### config.mk
export PLATFORM = sky130hd
export DESIGN_NAME = stack_call_exec
export DESIGN_NICKNAME = d
export VERILOG_FILES = /design/src/common/stack_call_pkg.sv /design/src/rtl/return_stack_mem.sv /design/src/rtl/stack_call_exec.sv
export SDC_FILE = /design/constraint.sdc
export NUM_CORES = 1
export LEC_CHECK = 0
export BUFFER_PORTS_ARGS = -buffer_cell sky130_fd_sc_hd__buf_4
export CAP_MARGIN = 0
export CORE_MARGIN = 10
export CORE_UTILIZATION = 41
export DETAILED_ROUTE_END_ITERATION = 8
export HOLD_SLACK_MARGIN = 0.1
export PLACE_DENSITY = 0.67
export SETUP_SLACK_MARGIN = 0.2
export SKIP_LAST_GASP = 1
export SYNTH_ARGS = -nofsm -noshare
export SYNTH_HDL_FRONTEND = slang
export SYNTH_HIERARCHICAL = 1
export SYNTH_SLANG_ARGS = --single-unit
export TNS_END_PERCENT = 100
### constraint.sdc
create_clock -name clk_sys_i -period 2.1 [get_ports clk_sys_i]
set_input_delay 0.21 -clock clk_sys_i [delete_from_list [all_inputs] [get_ports clk_sys_i]]
set_output_delay 0.21 -clock clk_sys_i [all_outputs]
set_load 0.005 [all_outputs]
### src/common/stack_call_pkg.sv
`default_nettype none
package stack_call_pkg;
  // ----------------------------------------
  // Widths and encodings
  // ----------------------------------------
  localparam int unsigned PC_W    = 21;
  localparam int unsigned OP_W    = 16;
  localparam int unsigned OFS_W   = 11;
  localparam int unsigned DEPTH   = 31;
  localparam int unsigned PTR_W   = 5;

  localparam logic [OP_W-1:0] OP_PUSH_NEXT  = 16'h0005;
  localparam logic [OP_W-1:0] OP_SOFT_RESET = 16'h00FF;
  localparam logic [4:0]      OP_RELATIVE_SUBROUTINE_CALL_OP_HI   = 5'h1B;
  localparam int unsigned     RELATIVE_SUBROUTINE_CALL_OP_HI_LSB  = 11;
  localparam logic [PC_W-1:0] PC_STEP       = 21'h000002;
  localparam logic [PC_W-1:0] PC_RESET      = 21'h000000;
  localparam logic [PTR_W-1:0] PTR_RESET    = 5'h00;

  typedef enum logic [1:0] {
    ST_EXEC,
    ST_FLUSH
  } exec_state_t;

  // Instruction slot offered by fetch
  typedef struct packed {
    logic            valid;
    logic [OP_W-1:0] opcode;
    logic [PC_W-1:0] pc;
  } instr_t;

  // Write port of the software-visible top entry
  typedef struct packed {
    logic            we;
    logic [PC_W-1:0] data;
  } top_wr_t;
endpackage
`default_nettype wire

### src/rtl/return_stack_mem.sv
`default_nettype none
module return_stack_mem
  import stack_call_pkg::*;
(
  input  wire logic              clk_sys_i,
  input  wire logic              we_i,
  input  wire logic [PTR_W-1:0]  waddr_i,
  input  wire logic [PC_W-1:0]   wdata_i,
  input  wire logic [PTR_W-1:0]  raddr_i,
  output logic      [PC_W-1:0]   rdata_o
);
  logic [PC_W-1:0] mem [DEPTH];

  // Lower levels only; no reset needed for storage
  always_ff @(posedge clk_sys_i) begin
    if (we_i) begin
      mem[waddr_i] <= wdata_i;
    end
    rdata_o <= mem[raddr_i];
  end
endmodule
`default_nettype wire

### src/rtl/stack_call_exec.sv
// Functional notes
// - Opcode 0x0005 pushes pc+2 as new top entry in one cycle.
// - A software-written top entry is pushed down intact; a same-cycle push or call, or a stall or clear cycle, drops it.
// - Upper bits 11011 decode a relative call with 11-bit offset.
// - Relative call saves pc+2 on the stack in the same cycle it changes pc.
// - Offset is signed two's complement, doubled, range -1024..1023.
// - Call target is pc+2 plus twice the signed offset.
// - Relative call takes two instruction cycles.
// - Opcode 0x00FF resets everything an external master clear resets.
// - Software reset is single word, single cycle, without the pin.
`default_nettype none
module stack_call_exec
  import stack_call_pkg::*;
(
  input  wire logic              clk_sys_i,
  input  wire logic              arst_n_i,
  input  wire instr_t            instr_i,
  input  wire top_wr_t           top_wr_i,
  output logic      [PC_W-1:0]   program_counter_o,
  output logic      [PC_W-1:0]   stack_top_entry_o,
  output logic      [PTR_W-1:0]  stack_depth_o,
  output logic                   pc_load_o,
  output logic                   stall_o,
  output logic                   master_clear_o,
  output logic                   status_hold_o
);
  // ----------------------------------------
  // Reset release
  // ----------------------------------------
  logic [1:0] rst_sync;
  logic       rst_n;
  always_ff @(posedge clk_sys_i or negedge arst_n_i) begin
    if (!arst_n_i) begin
      rst_sync <= 2'h0;
    end else begin
      rst_sync <= {rst_sync[0], 1'b1};
    end
  end
  assign rst_n = rst_sync[1];

  // ----------------------------------------
  // Decode helpers
  // ----------------------------------------
  function automatic logic is_relative_subroutine_call_op(input logic [OP_W-1:0] op);
    return op[OP_W-1:RELATIVE_SUBROUTINE_CALL_OP_HI_LSB] == OP_RELATIVE_SUBROUTINE_CALL_OP_HI;
  endfunction

  function automatic logic [PC_W-1:0] call_target(input logic [PC_W-1:0] pc,
                                                  input logic [OFS_W-1:0] ofs);
    logic [PC_W-1:0] ext;
    ext = {{(PC_W-OFS_W){ofs[OFS_W-1]}}, ofs};
    return pc + PC_STEP + (ext << 1);
  endfunction

  // ----------------------------------------
  // State
  // ----------------------------------------
  typedef struct packed {
    exec_state_t      st;
    logic [PC_W-1:0]  pc;
    logic [PC_W-1:0]  top;
    logic [PTR_W-1:0] depth;
    logic             pc_load;
    logic             master_clear;
    logic             stall;
    logic             hold;
  } regs_t;

  // Status hold is a flop so that every output leaves a register
  localparam regs_t REGS_RESET = '{st: ST_EXEC, pc: PC_RESET, top: PC_RESET,
                                   depth: PTR_RESET, pc_load: 1'h0, master_clear: 1'h0,
                                   stall: 1'h0, hold: 1'h1};

  regs_t            r;
  regs_t            next_r;
  logic             mem_we;
  logic [PC_W-1:0]  mem_rdata;
  logic [PTR_W-1:0] rd_ptr;
  logic             issue_ok;
  logic             op_push;
  logic             op_call;
  logic             op_rst;

  // ----------------------------------------
  // Instruction decode
  // ----------------------------------------
  // Stall and clear cycles drop whatever fetch offers, with no indication
  assign issue_ok = instr_i.valid && r.st == ST_EXEC && !r.master_clear;
  assign op_push  = issue_ok && instr_i.opcode == OP_PUSH_NEXT;
  assign op_call  = issue_ok && is_relative_subroutine_call_op(instr_i.opcode);
  assign op_rst   = issue_ok && instr_i.opcode == OP_SOFT_RESET;

  // ----------------------------------------
  // Return stack below the top entry
  // ----------------------------------------
  // Old top moves down one level on either push
  assign mem_we = op_push || op_call;
  // Level just below the top; only the push-down check reads it
  assign rd_ptr = r.depth - 5'h01;

  return_stack_mem u_mem (
    .clk_sys_i (clk_sys_i),
    .we_i      (mem_we),
    .waddr_i   (r.depth),
    .wdata_i   (r.top),
    .raddr_i   (rd_ptr),
    .rdata_o   (mem_rdata)
  );

  always_comb begin
    next_r         = r;
    next_r.pc_load = 1'b0;
    next_r.master_clear    = 1'b0;
    next_r.stall   = 1'h0;
    unique case (r.st)
      ST_EXEC: begin
        if (top_wr_i.we) begin
          next_r.top = top_wr_i.data;
        end
        if (op_rst) begin
          next_r.master_clear = 1'b1;
        end else if (op_push) begin
          next_r.top   = instr_i.pc + PC_STEP;
          next_r.depth = r.depth + 5'h01;
          next_r.pc    = instr_i.pc + PC_STEP;
        end else if (op_call) begin
          next_r.top     = instr_i.pc + PC_STEP;
          next_r.depth   = r.depth + 5'h01;
          next_r.pc      = call_target(instr_i.pc, instr_i.opcode[OFS_W-1:0]);
          next_r.pc_load = 1'b1;
          next_r.st      = ST_FLUSH;
          next_r.stall   = 1'h1;
        end else if (instr_i.valid) begin
          next_r.pc = instr_i.pc + PC_STEP;
        end
      end
      ST_FLUSH: begin
        next_r.st = ST_EXEC;
      end
      default: begin
        next_r.st = ST_EXEC;
      end
    endcase
  end

  // Soft reset acts like the pin: whole state back to reset values
  always_ff @(posedge clk_sys_i or negedge rst_n) begin
    if (!rst_n) begin
      r <= REGS_RESET;
    end else if (r.master_clear) begin
      r <= REGS_RESET;
    end else begin
      r <= next_r;
    end
  end

  // ----------------------------------------
  // Outputs
  // ----------------------------------------
  assign program_counter_o = r.pc;
  assign stack_top_entry_o = r.top;
  assign stack_depth_o     = r.depth;
  assign pc_load_o         = r.pc_load;
  assign stall_o           = r.stall;
  assign master_clear_o    = r.master_clear;
  // Status flags never written by these ops
  assign status_hold_o     = r.hold;
endmodule
`default_nettype wire

Word level (Yosys, flattened, before mapping)

Cells that the tools add are included.

Reduce and logical (&&, ||, !) cells: 13
Equal/unequal tests: 7
$add $sub $neg: 3
Multiplexer cells: 16

Operators with widths:

| kind                    | number |
|---|---|
| $mux W50                | 2 |
| $mux W21                | 3 |
| $mux W53                | 1 |
| $mux W47                | 1 |
| $mux W27                | 1 |
| $add A21 B2 Y21 const B | 1 |
| $add A21 B21 Y21        | 1 |
| $eq A16 B3 Y1 const B   | 1 |
| $eq A16 B8 Y1 const B   | 1 |
| $ne A3 B3 Y1 const B    | 3 |
| $reduce_and A3 Y1       | 3 |
| $mux W2                 | 3 |
| $add A5 B1 Y5 const B   | 1 |
| $eq A5 B5 Y1 const B    | 1 |
| $logic_and A1 B1 Y1     | 5 |
| $mux W1                 | 5 |
| $reduce_bool A4 Y1      | 1 |
| $reduce_bool A3 Y1      | 1 |
| $logic_not A2 Y1        | 1 |
| $ne A2 B2 Y1 const B    | 1 |
| $reduce_bool A2 Y1      | 1 |
| $logic_not A1 Y1        | 1 |

Register bits after elaboration: 54
Input port bits: 62
Logic and storage cells: 47

Longest topological paths before layout

Word-level depth: 9
Mapped depth: 14
Gate-level depth less buffers: 14

Least setup slack after synthesis

OpenSTA, ideal clock, no wires.

Kind: input-to-reg
From: input port instr_i[1] in the netlist's numbering
To: register r (netlist bit program_counter_o[20])
Data arrival time: 2.508 ns
Path slack: -0.544 ns
Path buffers: 0
Required time: 1.964 ns
Library setup time: 0.136 ns
Stages: 13
Path through: ha_1 and3_1 nand3_1 xor2_1 inv_1 ha_1 a21oi_1 nand3b_1 o21ai_0 o21ai_0 a41oi_1 xor2_1 o211ai_1

Cells in the longest elaborated chain, start to end: 7
Elaborated cells between the ends (all ways): 8

Ends and longest elaborated chain:

| item                                                | line                                                                  | text |
|---|---|---|
| from (decl)                                         | stack_call_exec.sv:17                                                 | `input wire instr_t instr_i,` |
| $add A21 B2 Y21 *                                   | stack_call_exec.sv:52, stack_call_exec.sv:125, stack_call_exec.sv:134 |  |
| $add A21 B21 Y21 / $mux W21 (equally long branches) | stack_call_exec.sv:52, stack_call_exec.sv:133                         |  |
| $mux W21                                            | stack_call_exec.sv:126                                                | `end else if (op_call) begin` |
| $mux W47 *                                          | stack_call_exec.sv:122                                                | `end else if (op_push) begin` |
| $mux W50 *                                          | stack_call_exec.sv:120                                                | `if (op_rst) begin` |
| $mux W50 *                                          | stack_call_exec.sv:115                                                | `unique case (r.st)` |
| $mux W53 *                                          | stack_call_exec.sv:150                                                | `end else if (r.master_clear) begin` |
| to (signal assigned)                                | stack_call_exec.sv:153                                                | `r <= next_r;` |
| to (decl)                                           | stack_call_exec.sv:74                                                 | `regs_t r;` |

Mark *: on every way between the ends. The rest lies on a longest branch, timed or not. The select of a mux whose other input is x is not followed.
A chain may end at the register's enable or synchronous reset.

Final worst setup path

From: input port instr_i[29] in the netlist's numbering
To: register r (netlist bit stack_top_entry_o[6])

Cells in the longest elaborated chain, start to end: 6
Elaborated cells between the ends (all ways): 8

Ends and longest elaborated chain:

| item                | line                   | text |
|---|---|---|
| $eq A16 B3 Y1       | stack_call_exec.sv:89  | `assign op_push = issue_ok && instr_i.opcode == OP_PUSH_NEXT;` |
| $logic_and A1 B1 Y1 | stack_call_exec.sv:89  |  |
| $mux W47            | stack_call_exec.sv:122 |  |
| $mux W50 *          | stack_call_exec.sv:120 |  |
| $mux W50 *          | stack_call_exec.sv:115 |  |
| $mux W53 *          | stack_call_exec.sv:150 |  |

Marks and branches as above.

==> run metrics <==
status=complete, but fails checks; violated checks=negative setup slack; Final setup viols=37; final hold vios=0; crit path kind=primary input to flip-flop; Seq cells post-synth=52; TritonRoute pass-1 iters=5; Die W=120.9 um; reg2reg path depth=5; worst r2r src=master_clear_o; Reg power frac=0.361; worst hold path depth=3; Critical Path AT=2.53 ns; Cell Area, Synth=around 4200 um^2; most frequent cells in the layout=buf_4 (213), dfrtp_1 (51), buf_6 (34); die height=around 120 um; Synth Area per Inst=8.268 um^2; layout cell share with drive strength beyond 1=0.5810; CTS tree=yes; Hold Crit Class=primary input to flip-flop; r2r endpoint=program_counter_o[18]; filler cell count=slightly below 700; asr flop ratio synth=1.000; drt drc=0; hold_ws=0.1720 ns; Max VDD drop=0.2776 mV; DP HPWL=approximately 11 mm; worst path required time=between 2 and 2.5 ns; placed cell count=783; fmax=0.4374 GHz; CTS buffer count=5; initial antenna violation count=0; leakage=about 0.0031 uW; clock buffer depth=2; I/O pin total=113; sw frac=0.3494; skew final=0.02069 ns; Num Clock Sinks=between 50 and 60; htree depth=2; commonest non-fill, non-tap cell in the layout=buf_4; Worst-Skew Late Latency=0.33 ns; max-cap violations=0; Worst slew margin=0.5534; All-Layer GR Usage=0.1959; via/cell ratio=5.459; Yosys cell types=50; WL/cell=~19 um; antenna viol nets, final=0; Post-Syn Instances=505; gp weighted congestion=0.9849; fin crit period=2.286 ns; Worst-Margin Slew=around 0.67 ns; crit-path max FO=5; sequential-to-total area share from yosys stat=0.3117; Initial Util=0.4233; Placement Rows=36; Final nets=790; die footprint=14620 um^2; CP Launch Type=primary input; port buffer count=111; Hold EP=stack_top_entry_o[0]; GR Overflow Total=0; Worst Setup SP=instr_i[29]; ys flop type=dfrtp_1; RSZ-0062 raised after global routing=yes; Final Max Tran Viols=0; largest net degree at the start of global routing=51; DR vias=4569; Clock Power Share=0.199; Comb pwr share=0.440; PD cells=462.4 nW/um^2; Clock transition at path regs=0.12 ns; YS warnings=6; setup ws final=-0.1861 ns; worst hold start=instr_i[0]; area of the core=9864 um^2; Non-Filler Instances=837; FF-to-FF setup slack=0.05 ns; vias in the first global route=4516; first-pass GRT wire length=23.43 mm; DR iter-0 viols=337; Post-synth EDFFs=0; Internal Power=2124 uW; CP endpoint kind=flip-flop; clock root buffer=clkbuf_8; net switching power=1141 uW; Routed Wire Length=16.10 mm; n_diodes=0; Layout area overhead=69.07%; Tcrit/Tclk final=1.089
[stage by stage]
| step | total power [uW] | setup TNS, ns | util | setup slack [ns] | area, um^2 |
|---|---|---|---|---|---|
| 5_1_grt | 3427 | -6.640 | 0.7156 | -0.2746 | 7059 |
| 2_1_floorplan | 1818 | -6.653 | - | -0.2720 | 4399 |
| 6_report | 3265 | -3.304 | 0.7156 | -0.1861 | 7059 |
| 4_1_cts | 3072 | -1.526 | 0.6564 | -0.1054 | 6475 |
| 3_5_place_dp | 2290 | -20.29 | 0.5794 | -0.5627 | 5715 |
| 3_3_place_gp | 2273 | -20.07 | 0.5794 | -0.5118 | 5715 |
[worst max-delay path by stage]
stage	endpoint	slack (ns)
final	stack_top_entry_o[6]	-0.19
after global routing	program_counter_o[20]	-0.27
after CTS	program_counter_o[19]	-0.11
after detailed placement	program_counter_o[15]	-0.56
after global placement	program_counter_o[20]	-0.51
after floorplan	program_counter_o[19]	-0.27
[cell usage after synthesis (7+ instances only)]
master	n	area, um^2
ha_1	24	300.3
and3_1	7	43.79
xnor2_1	16	140.1
a21oi_1	35	175.2
nand2_1	36	135.1
or3_1	25	156.4
dfrtp_1	52	1301
a211oi_1	9	67.56
buf_4	52	390.4
nand4_1	9	56.30
inv_1	16	60.06
xor2_1	19	166.4
nor2_1	48	180.2
o21ai_0	37	185.2
o21ai_1	7	35.03
nand3_1	20	100.1
nor3_1	13	65.06
clkbuf_1	14	52.55
[power groups by stage]
stage | sequential, uW | clock, uW | combinational (uW)
6_report | 1180 | 650 | 1440
5_1_grt | 1190 | 693 | 1540
4_1_cts | 1170 | 650 | 1250
3_5_place_dp | 1190 | 0 | 1100
3_3_place_gp | 1180 | 0 | 1090
2_1_floorplan | 1180 | 0 | 641
[layout make-up]
type | instances | area, um^2 | share of cell area
clock buffers | 5 | 68.82 | 0.009748
clock inverters | 3 | 26.28 | 0.003722
inverters | 16 | 60.06 | 0.008508
multi-input cells | 368 | 3216 | 0.4555
flip-flops and latches | 52 | 1303 | 0.1845
well taps | 133 | 166.4 | 0.02357
repair buffers | 260 | 2220 | 0.3144
[critical path, stage by stage]
cell and delay [ns]:
buf_6 0.09, or4_1 0.50, or4_4 0.53, o41ai_4 0.31, nand2_2 0.15, a21oi_4 0.21
buf_12 0.15, buf_12 0.11, nor2_2 0.04, a211oi_2 0.21
[flip-flops by register name, summed over array words and instances, names as in the netlist]
name,count
pc_load_o,1
stack_depth_o,5
program_counter_o,21
r,1
master_clear_o,1
stack_top_entry_o,21
rst_sync,2
[layer usage]
metal | GRT usage | vias to the layer above | part of all wire
li1 | - | 2136 | -
met1 | 0.2513 | 2242 | 0.42
met2 | 0.3221 | 176 | 0.50
met3 | 0.04607 | 15 | 0.071
met4 | 0.05128 | 0 | 0.0099
met5 | 0 | - | 0
[repair_timing]
action,CTS,global route
setup buffers,22,21
gates resized for setup,104,95
setup endpoints to repair,47,47
pin swaps,53,66
endpoints found under the hold margin,2,0
cloned,2,0
hold buffers,1,0
[cell families (layout without fill, tap and decap cells)]
family	count (synthesis)	in the layout	synth area share
mux	1	1	0.002397
simple gates	178	178	0.2122
other cells	1	2	0.0008981
compound gates	127	127	0.1915
xor+xnor	35	35	0.07342
flops	52	52	0.3117
buf+inv	86	284	0.1313
fa+ha+maj	25	25	0.07672
Note: power is estimated with default switching activity, not from simulation.
